===== config.mk =====
export PLATFORM = sky130hd
export DESIGN_NAME = dcal_core
export DESIGN_NICKNAME = d
export VERILOG_FILES = /design/src/common/dcal_pkg.sv /design/src/dcal_core.sv
export SDC_FILE = /design/constraint.sdc
export NUM_CORES = 2
export LEC_CHECK = 0
export BUFFER_PORTS_ARGS = -buffer_cell sky130_fd_sc_hd__buf_2
export CAP_MARGIN = 20
export CORE_MARGIN = 2
export CORE_UTILIZATION = 45
export DETAILED_ROUTE_END_ITERATION = 16
export GPL_TIMING_DRIVEN = 1
export PLACE_DENSITY = 0.57
export SETUP_SLACK_MARGIN = 0.5
export SLEW_MARGIN = 20
export SYNTH_ARGS = -nofsm -noshare
export SYNTH_HDL_FRONTEND = slang
export SYNTH_MEMORY_MAX_BITS = 65536
export SYNTH_SLANG_ARGS = --single-unit

===== constraint.sdc =====
create_clock -name i_clk -period 23.2 [get_ports i_clk]
set_input_delay 3.48 -clock i_clk [delete_from_list [all_inputs] [get_ports i_clk]]
set_output_delay 3.48 -clock i_clk [all_outputs]
set_load 0.05 [all_outputs]

===== src/common/dcal_pkg.sv =====
// dcal_pkg: opcodes, flag layout and constants for the add/logic/branch core
package dcal_pkg;
    localparam int DW = 16;          // data word width
    localparam int AW = 40;          // accumulator width
    localparam int RA = 4;           // register address width (16 regs)
    localparam int FA = 8;           // file address width
    localparam logic [3:0] DEFAULT_WORK_REG_IDX = 4'h0; // default_work_reg index
    localparam logic [DW-1:0] RST_WORD = 16'h0000;
    localparam logic [AW-1:0] RST_ACC = 40'h00_0000_0000;
    localparam logic [AW-1:0] ACC_MAX = 40'h00_7fff_ffff;
    localparam logic [AW-1:0] ACC_MIN = 40'hff_8000_0000;
    localparam logic [15:0] RST_PC = 16'h0000;
    localparam int TAKEN_CYC = 2;    // cycles for a taken jump
    // flag positions in the status word
    localparam int F_C = 0;
    localparam int F_Z = 1;
    localparam int F_OV = 2;
    localparam int F_N = 3;
    localparam int F_DC = 4;
    localparam int F_OA = 5;
    localparam int F_OB = 6;
    localparam int F_SA = 7;
    localparam int F_SB = 8;
    localparam logic [8:0] RST_FLAGS = 9'h000;

    // operation codes
    typedef enum logic [4:0] {
        OP_NOP = 5'h00, OP_ADD_ACC = 5'h01, OP_ADD = 5'h02,
        OP_ADD_SACC = 5'h03, OP_ADD_CARRY_OP = 5'h04, OP_AND = 5'h05,
        OP_SRA1 = 5'h06, OP_SRAN = 5'h07, OP_BIT_CLEAR_OP = 5'h08,
        OP_BIT_SET_OP = 5'h09, OP_JCOND = 5'h0a, OP_JMP = 5'h0b,
        OP_JREG = 5'h0c, OP_BSW = 5'h0d
    } dcal_op_t;

    // operand forms
    typedef enum logic [2:0] {
        FM_F = 3'h0, FM_F_W = 3'h1, FM_LIT10 = 3'h2,
        FM_RR = 3'h3, FM_RLIT5 = 3'h4
    } dcal_form_t;

    // branch conditions
    typedef enum logic [4:0] {
        CC_C = 5'h00, CC_GE = 5'h01, CC_GEU = 5'h02, CC_GT = 5'h03,
        CC_GTU = 5'h04, CC_LE = 5'h05, CC_LEU = 5'h06, CC_LT = 5'h07,
        CC_LTU = 5'h08, CC_N = 5'h09, CC_NC = 5'h0a, CC_NN = 5'h0b,
        CC_NOV = 5'h0c, CC_NZ = 5'h0d, CC_OA = 5'h0e, CC_OB = 5'h0f,
        CC_OV = 5'h10, CC_SA = 5'h11, CC_SB = 5'h12, CC_Z = 5'h13
    } dcal_cond_t;

    // one decoded instruction word
    typedef struct packed {
        dcal_op_t      op;
        dcal_form_t    form;
        dcal_cond_t    cond;
        logic [FA-1:0] faddr;    // file address
        logic [RA-1:0] rb;       // base / first source register
        logic [RA-1:0] rs;       // second source register
        logic [RA-1:0] rd;       // destination register
        logic [9:0]    lit10;    // 10-bit literal, lit5/bit4/slit4 low bits
        logic          acc_sel;  // 0 = acc A, 1 = acc B
        logic          use_z;    // flag_to_bit_write: 1 copies zero flag
        logic [15:0]   disp;     // signed word displacement
    } dcal_instr_t;
endpackage


===== src/dcal_core.sv =====
// dcal_core: executes add, logic, shift, bit and branch instructions
`timescale 1ns/10ps
`default_nettype none

// Summary of operation
// - add accumulators in one cycle, update only acc overflow and clipped flags
// - plain add forms take one cycle, update C, DC, N, OV, Z
// - scaled signed register added into accumulator, updates acc flags
// - add_carry_op is plain add plus carry flag, same flags
// - AND uses add's forms, one cycle, changes only N and Z
// - shift right by one keeps sign, updates C, N, OV, Z
// - multi-position arithmetic shift by register or lit5, updates N, Z
// - bit_clear_op clears one bit at 4-bit position, no flags
// - bit_set_op sets one bit at 4-bit position, no flags
// - conditional jump one cycle untaken, two taken, no flags
// - jump tests carry, N, OV, Z and signed/unsigned compares
// - jump also tests each accumulator's overflow and clipped flag
// - unconditional jump always two cycles, flags unchanged
// - flag_to_bit_write copies C or Z into register bit, no flags
module dcal_core (
    input  wire logic                 i_clk,
    input  wire logic                 i_rst,
    input  wire logic                 i_ce,
    input  wire logic                 i_valid,
    input  wire dcal_pkg::dcal_instr_t i_instr,
    output logic                      o_ready,
    output logic [15:0]               o_pc,
    output logic                      o_flush,
    output logic [8:0]                o_flags,
    output logic [15:0]               o_wreg0,
    output logic [39:0]               o_acc_a,
    output logic [39:0]               o_acc_b
);
    // ********************************************************
    // helpers
    // ********************************************************
    // 16-bit add with carry-in; returns {c, dc, ov, sum}
    function automatic logic [18:0] add16(input logic [15:0] a,
        input logic [15:0] b, input logic ci);
        logic [16:0] s;
        logic [4:0]  d;
        logic        ov;
        s  = {1'b0, a} + {1'b0, b} + {16'h0000, ci};
        d  = {1'b0, a[3:0]} + {1'b0, b[3:0]} + {4'h0, ci};
        ov = (a[15] == b[15]) && (s[15] != a[15]);
        return {s[16], d[4], ov, s[15:0]};
    endfunction

    // saturating accumulator add; returns {ovf, clip, value}
    function automatic logic [41:0] acc_add(input logic [39:0] a,
        input logic [39:0] b);
        logic [40:0] s;
        logic        wrap;
        s    = {a[39], a} + {b[39], b};
        wrap = (s[40] != s[39]);
        if (wrap)
            return {1'b1, 1'b1, s[40] ? dcal_pkg::ACC_MIN
                                       : dcal_pkg::ACC_MAX};
        return {s[39:31] != {9{s[31]}}, 1'b0, s[39:0]};
    endfunction

    // ********************************************************
    // state
    // ********************************************************
    logic [15:0] regs_reg [16];
    logic [15:0] file_reg [256];
    logic [8:0]  flags_reg;
    logic [39:0] acc_a_reg;
    logic [39:0] acc_b_reg;
    logic [15:0] pc_reg;
    logic        bubble_reg;   // second cycle of a taken jump
    logic [41:0] acc_nxt_a;
    logic [41:0] acc_nxt_b;
    logic [39:0] scaled;
    logic [39:0] addend;
    logic        hit_a;
    logic        hit_b;

    dcal_pkg::dcal_instr_t ins;
    logic        go;
    logic [15:0] op_a;
    logic [15:0] op_b;
    logic [18:0] sum;
    logic [15:0] res;
    logic        wr_reg;
    logic        wr_file;
    logic [3:0]  wr_idx;
    logic        taken;
    logic [15:0] target;
    logic [15:0] next_pc;
    logic        c;
    logic        z;
    logic        n;
    logic        v;

    assign ins     = i_instr;
    assign o_ready = i_ce && !bubble_reg;
    assign go      = i_ce && i_valid && !bubble_reg;
    assign next_pc = pc_reg + 16'h0001;
    assign c = flags_reg[dcal_pkg::F_C];
    assign z = flags_reg[dcal_pkg::F_Z];
    assign n = flags_reg[dcal_pkg::F_N];
    assign v = flags_reg[dcal_pkg::F_OV];

    // ********************************************************
    // operand selection and result
    // ********************************************************
    always_comb begin
        op_a = regs_reg[ins.rb];
        op_b = regs_reg[ins.rs];
        case (ins.form)
            dcal_pkg::FM_F, dcal_pkg::FM_F_W: begin
                op_a = file_reg[ins.faddr];
                op_b = regs_reg[dcal_pkg::DEFAULT_WORK_REG_IDX];
            end
            dcal_pkg::FM_LIT10: begin
                op_a = {6'h00, ins.lit10};
                op_b = regs_reg[ins.rd];
            end
            dcal_pkg::FM_RLIT5: op_b = {11'h000, ins.lit10[4:0]};
            default: ;
        endcase
    end

    // sum feeds add and add_carry_op alike
    assign sum = add16(op_a, op_b,
        (ins.op == dcal_pkg::OP_ADD_CARRY_OP) ? c : 1'b0);

    always_comb begin
        res = sum[15:0];
        case (ins.op)
            dcal_pkg::OP_AND:  res = op_a & op_b;
            dcal_pkg::OP_SRA1: res = {op_a[15], op_a[15:1]};
            dcal_pkg::OP_SRAN: res = $signed(regs_reg[ins.rb]) >>>
                ((ins.form == dcal_pkg::FM_RLIT5) ? ins.lit10[4:0]
                 : regs_reg[ins.rs][4:0]);
            dcal_pkg::OP_BIT_CLEAR_OP: res = op_a & ~(16'h0001 << ins.lit10[3:0]);
            dcal_pkg::OP_BIT_SET_OP: res = op_a | (16'h0001 << ins.lit10[3:0]);
            dcal_pkg::OP_BSW: begin
                res = regs_reg[ins.rs];
                res[regs_reg[ins.rb][3:0]] = ins.use_z ? z : c;
            end
            default: ;
        endcase
    end

    // bit ops: form FM_F targets the file, FM_F_W file into the work register, FM_LIT10 literal into rd, else register rb into rd
    // destination routing: file forms write file unless FM_F_W
    always_comb begin
        wr_reg  = 1'b0;
        wr_file = 1'b0;
        wr_idx  = ins.rd;
        case (ins.op)
            dcal_pkg::OP_ADD, dcal_pkg::OP_ADD_CARRY_OP, dcal_pkg::OP_AND,
            dcal_pkg::OP_SRA1, dcal_pkg::OP_BIT_CLEAR_OP,
            dcal_pkg::OP_BIT_SET_OP: begin
                if (ins.form == dcal_pkg::FM_F)
                    wr_file = 1'b1;
                else begin
                    wr_reg = 1'b1;
                    if (ins.form == dcal_pkg::FM_F_W)
                        wr_idx = dcal_pkg::DEFAULT_WORK_REG_IDX;
                end
            end
            dcal_pkg::OP_SRAN: wr_reg = 1'b1;
            dcal_pkg::OP_BSW: begin
                wr_reg = 1'b1;
                wr_idx = ins.rs;
            end
            default: ;
        endcase
    end

    // ********************************************************
    // branch decision
    // ********************************************************
    always_comb begin
        taken  = 1'b0;
        target = next_pc + ins.disp;
        case (ins.op)
            dcal_pkg::OP_JMP: taken = 1'b1;
            dcal_pkg::OP_JREG: begin
                taken  = 1'b1;
                target = next_pc + regs_reg[ins.rs];
            end
            dcal_pkg::OP_JCOND: begin
                case (ins.cond)
                    dcal_pkg::CC_C:   taken = c;
                    dcal_pkg::CC_NC:  taken = !c;
                    dcal_pkg::CC_N:   taken = n;
                    dcal_pkg::CC_NN:  taken = !n;
                    dcal_pkg::CC_OV:  taken = v;
                    dcal_pkg::CC_NOV: taken = !v;
                    dcal_pkg::CC_Z:   taken = z;
                    dcal_pkg::CC_NZ:  taken = !z;
                    dcal_pkg::CC_GT:  taken = !z && (n == v);
                    dcal_pkg::CC_GE:  taken = (n == v);
                    dcal_pkg::CC_LT:  taken = (n != v);
                    dcal_pkg::CC_LE:  taken = z || (n != v);
                    dcal_pkg::CC_GTU: taken = c && !z;
                    dcal_pkg::CC_GEU: taken = c;
                    dcal_pkg::CC_LTU: taken = !c;
                    dcal_pkg::CC_LEU: taken = !c || z;
                    dcal_pkg::CC_OA:  taken = flags_reg[dcal_pkg::F_OA];
                    dcal_pkg::CC_OB:  taken = flags_reg[dcal_pkg::F_OB];
                    dcal_pkg::CC_SA:  taken = flags_reg[dcal_pkg::F_SA];
                    dcal_pkg::CC_SB:  taken = flags_reg[dcal_pkg::F_SB];
                    default:          taken = 1'b0;
                endcase
            end
            default: ;
        endcase
    end

    // ********************************************************
    // program counter and flush; taken jumps spend a bubble cycle
    // ********************************************************
    always_ff @(posedge i_clk or posedge i_rst) begin
        if (i_rst) begin
            pc_reg     <= dcal_pkg::RST_PC;
            bubble_reg <= 1'b0;
        end else if (i_ce) begin
            bubble_reg <= go && taken;
            if (go)
                pc_reg <= taken ? target : next_pc;
        end
    end
    assign o_flush = bubble_reg;  // prefetched word dropped

    // ********************************************************
    // register and file write-back
    // ********************************************************
    always_ff @(posedge i_clk) begin
        if (i_ce && go && wr_reg)
            regs_reg[wr_idx] <= res;
        if (i_ce && go && wr_file)
            file_reg[ins.faddr] <= res;
    end

    // ********************************************************
    // status flags; jumps, bit ops and flag write leave them alone
    // ********************************************************
    always_ff @(posedge i_clk or posedge i_rst) begin
        if (i_rst)
            flags_reg <= dcal_pkg::RST_FLAGS;
        else if (go) begin
            case (ins.op)
                dcal_pkg::OP_ADD, dcal_pkg::OP_ADD_CARRY_OP: begin
                    flags_reg[dcal_pkg::F_C]  <= sum[18];
                    flags_reg[dcal_pkg::F_DC] <= sum[17];
                    flags_reg[dcal_pkg::F_OV] <= sum[16];
                    flags_reg[dcal_pkg::F_N]  <= res[15];
                    flags_reg[dcal_pkg::F_Z]  <= (res == 16'h0000);
                end
                dcal_pkg::OP_AND, dcal_pkg::OP_SRAN: begin
                    flags_reg[dcal_pkg::F_N]  <= res[15];
                    flags_reg[dcal_pkg::F_Z]  <= (res == 16'h0000);
                end
                dcal_pkg::OP_SRA1: begin
                    flags_reg[dcal_pkg::F_C]  <= op_a[0];
                    flags_reg[dcal_pkg::F_OV] <= 1'b0;
                    flags_reg[dcal_pkg::F_N]  <= res[15];
                    flags_reg[dcal_pkg::F_Z]  <= (res == 16'h0000);
                end
                dcal_pkg::OP_ADD_ACC, dcal_pkg::OP_ADD_SACC: begin
                    flags_reg[dcal_pkg::F_OA] <= acc_nxt_a[41];
                    flags_reg[dcal_pkg::F_SA] <= acc_nxt_a[40];
                    flags_reg[dcal_pkg::F_OB] <= acc_nxt_b[41];
                    flags_reg[dcal_pkg::F_SB] <= acc_nxt_b[40];
                end
                default: ;
            endcase
        end
    end

    // ********************************************************
    // accumulators
    // ********************************************************
    // signed word shifted by signed 4-bit amount (left if negative)
    // both arms signed so the right shift keeps the sign; 4-bit count
    // so that -8 really shifts by eight
    assign scaled = ins.lit10[3] ?
        ($signed({{24{op_a[15]}}, op_a}) <<
            ({1'b0, ~ins.lit10[2:0]} + 4'h1)) :
        ($signed({{24{op_a[15]}}, op_a}) >>> ins.lit10[2:0]);
    assign addend = (ins.op == dcal_pkg::OP_ADD_ACC) ?
        (ins.acc_sel ? acc_a_reg : acc_b_reg) : scaled;
    assign hit_a  = !ins.acc_sel;
    assign hit_b  = !hit_a;
    assign acc_nxt_a = hit_a ? acc_add(acc_a_reg, addend)
        : {flags_reg[dcal_pkg::F_OA], flags_reg[dcal_pkg::F_SA], acc_a_reg};
    assign acc_nxt_b = hit_b ? acc_add(acc_b_reg, addend)
        : {flags_reg[dcal_pkg::F_OB], flags_reg[dcal_pkg::F_SB], acc_b_reg};

    always_ff @(posedge i_clk or posedge i_rst) begin
        if (i_rst) begin
            acc_a_reg <= dcal_pkg::RST_ACC;
            acc_b_reg <= dcal_pkg::RST_ACC;
        end else if (go && (ins.op == dcal_pkg::OP_ADD_ACC ||
                            ins.op == dcal_pkg::OP_ADD_SACC)) begin
            acc_a_reg <= acc_nxt_a[39:0];
            acc_b_reg <= acc_nxt_b[39:0];
        end
    end

    assign o_pc    = pc_reg;
    assign o_flags = flags_reg;
    assign o_wreg0 = regs_reg[dcal_pkg::DEFAULT_WORK_REG_IDX];
    assign o_acc_a = acc_a_reg;
    assign o_acc_b = acc_b_reg;
endmodule

`default_nettype wire


==> results.md <==
* Setup TNS at 0 ns
* Row cnt at 237
* Pleak at 69.54 nW
* Worst EP required at 24.01 ns
* Gr usage total at 0.2890
* Initial antenna violation count at 51
* Sequential area share after synthesis at 0.7094
* Worst-skew pair later-pin latency at 1.05 ns
* Core box area at 416300 µm²
* PwrDens at 95.72 nW/µm²
* Largest net degree at the start of global routing at 198
* Slew Limit Fails at 0
* Share of the synthesized area in the top cell type at 0.6953
* Post-synthesis mux area share at 0.1655
* Wire per inst at 37.47 µm
* Layout cells sized above 1 at 0.2351
* Root Buffer Master: clkbuf_16
* Synthesized cell area at 187900 µm²
* Status: complete, no violations
* Worst Tran Pin Value at 1.321 ns
* Initial DRC Count at 15310
* Reg2reg setup slack at 12.51 ns
* Synth area leader: edfxtp_1
* Worst Skew at 0.1145 ns
* Final nets at 10910
* Final period utilization at 0.6539
* CTS clock-pin slew for the worst setup and hold paths at 0.06 ns
* Post-detailed-route via-to-cell ratio at 6.516
* RR Startpoint: file_reg[112][5]$_DFFE_PP_
* Max_cap viols at 0
* Initial Utilization at 0.4514
* Routed via count at 108300
* Port-buffer cells at 187
* Non-Filler Instances at 16620
* Cell count after synthesis at 10280
* Htree depth at 5
* # clock sinks at 4458
* Most common cell after layout, fill and taps aside: edfxtp_1
* Fin crit period at 15.17 ns
* Synth Area in XOR/XNOR at 0.005033
* Adder-cell area share of the yosys netlist at 0.008455
* Hold-fix buffers, CTS at 0
* Compound-gate portion of the synthesized area at 0.05513
* Hold depth at 1
* Largest family of logic cells by synthesized area: multiplexers
* Pre-antenna DRT Iters at 8
* Peak VDD IR at 0.08163 mV
* Worst Hold Launch: o_pc[15]$_DFFE_PP0P_
* # resized after CTS at 0
* Post-Synth Simple-Gate Area at 0.03659
* #FFs+latches synth at 4458
* Kind of end point of the critical path: flip-flop
* Slew margin rel. at 0.1079
* Arrival time worst endpoint at 15.98 ns
* # DRC at 0
* Total power draw at 20.29 mW
* Hold Violations, Final at 0
* Die area at 422800 µm²
* Crit Reg-Reg Endpoint: o_flags[6]$_DFFE_PP0P_
* Clock buffer depth at 4
* CP max FO at 107
* Max incr delay on CP at 1.02 ns
* Die width at 650.3 µm
* I/O pins at 188
* Vias in the first global route at 104300
* Worst Reg-to-Reg Cells at 32
* First-pass GRT wire length at 855700 µm
* CP startpoint kind: input pin
* Placed cells at 15750
* Routed WL at 622500 µm
* Crit path kind: input pin to flip-flop
* Max reg flops at 4096
* Worst hold path endpoint: o_pc[15]$_DFFE_PP0P_
* Hold_ws at 0.4779 ns
* RSZ-0062 raised after global routing: no
* CTS Buf Count at 459
* CTS tree: done
* Synth warnings at 0
* Setup violators final at 0
* Layout Utilization at 0.5092
* Setup bufs post-CTS at 0
* Antenna Nets Post-Route at 0
* Primary FF master, synth: edfxtp_1
* Cell variety after synth at 98
* DP Wirelength at 392300 µm
* Die height at 650.3 µm
* Post-synth EDFFs at 4352
* Synth async-reset ratio at 0.02378
* Synth-to-layout area growth at 12.80%
* Min-delay worst type: flip-flop to flip-flop
* RePlAce Congestion at 0.9032
* Syn Nets at 10470
* Synth top area cells: edfxtp_1, mux4_2, mux2i_1
* Avg Inst Size Synth at 18.29 µm²
* Most frequent cells in the layout: edfxtp_1, mux4_2, mux2i_1
* CP max-delay cell: o41ai_1
* Grt ovf at 0
* Max Freq at 0.06592 GHz
-- synth_stat cells (all sizes together), types with 12 or more instances --
library cell,count
nor2b,53
o21bai,19
a211oi,55
ha,119
a21o,53
and3,59
and2,33
mux4,1016
nand2,421
buf,368
a22o,28
nand2b,40
mux2,57
o22ai,65
xor2,30
a2111oi,14
a211o,16
a221oi,62
edfxtp,4352
o21ai,225
nand4,29
o221ai,20
nor2,513
nor3,61
a21oi,409
mux2i,747
o2111ai,18
xnor2,78
clkbuf,265
o31ai,13
nor4,31
o21a,24
nor3b,12
o211ai,32
a22oi,328
nand3,185
inv,76
a31oi,54
dfrtp,106
-- power by group --
part	internal [mW]	total (mW)	switching, mW
registers	9.75	9.84	0.0921
clock network	4.07	7.21	3.14
logic	0.795	3.24	2.45
total	14.6	20.3	5.68
-- through the flow --
stage	instance area, µm²	setup WS, ns
6_report	212000	8.029
5_1_grt	212000	7.642
4_1_cts	211700	8.528
3_5_place_dp	197100	7.545
3_3_place_gp	196700	7.069
2_1_floorplan	187900	1.773
-- how the worst max path moves through the flow --
| stage | slack [ns] | start | endpoint |
|---|---|---|---|
| floorplan | 1.77 | i_instr[41] | file_reg[0][10]$_DFFE_PP_ |
| global placement | 7.07 | i_instr[41] | o_acc_a[1]$_DFFE_PP0P_ |
| detailed placement | 7.55 | i_instr[41] | o_acc_a[1]$_DFFE_PP0P_ |
| CTS | 8.53 | i_instr[41] | o_acc_a[1]$_DFFE_PP0P_ |
| global route | 7.64 | i_instr[41] | o_flags[6]$_DFFE_PP0P_ |
| finish | 8.03 | i_instr[41] | o_flags[6]$_DFFE_PP0P_ |
-- worst max-delay path, delay by kind of cell --
kind | cells | cell delay, ns
adders and majority gates | 2 | 0.46
AOI/OAI and AO/OA | 15 | 5.21
buffers and inverters | 6 | 2.91
muxes | 2 | 0.91
and+or+nand+nor | 11 | 2.52
-- kinds of logic after synthesis --
logic type,count (synthesis)
adders and majority gates,124
buffers and inverters,717
and+or+nand+nor,1500
muxes,1820
xor gates and xnor gates,108
DFF,4458
AOI/OAI and AO/OA,1549
-- routing by layer --
layer,share of wire,track usage,vias to the layer above
met5,0.00018,0,-
met4,0.049,0.1237,14
met3,0.10,0.05626,1073
met2,0.46,0.4457,6340
met1,0.39,0.4035,57600
li1,-,-,43240
-- cell type report --
| type | instances | area (µm²) |
|---|---|---|
| Antenna cell | 18 | 45.04 |
| Clock buffer | 567 | 12080 |
| Clock inverter | 278 | 2450 |
| Fill cell | 33700 | 204300 |
| Inverter | 82 | 319.1 |
| Multi-Input combinational cell | 5101 | 52330 |
| Sequential cell | 4458 | 133300 |
| Tap cell | 5497 | 6878 |
| Timing Repair Buffer | 614 | 4566 |
No activity file was read; power rests on OpenSTA's default activity.
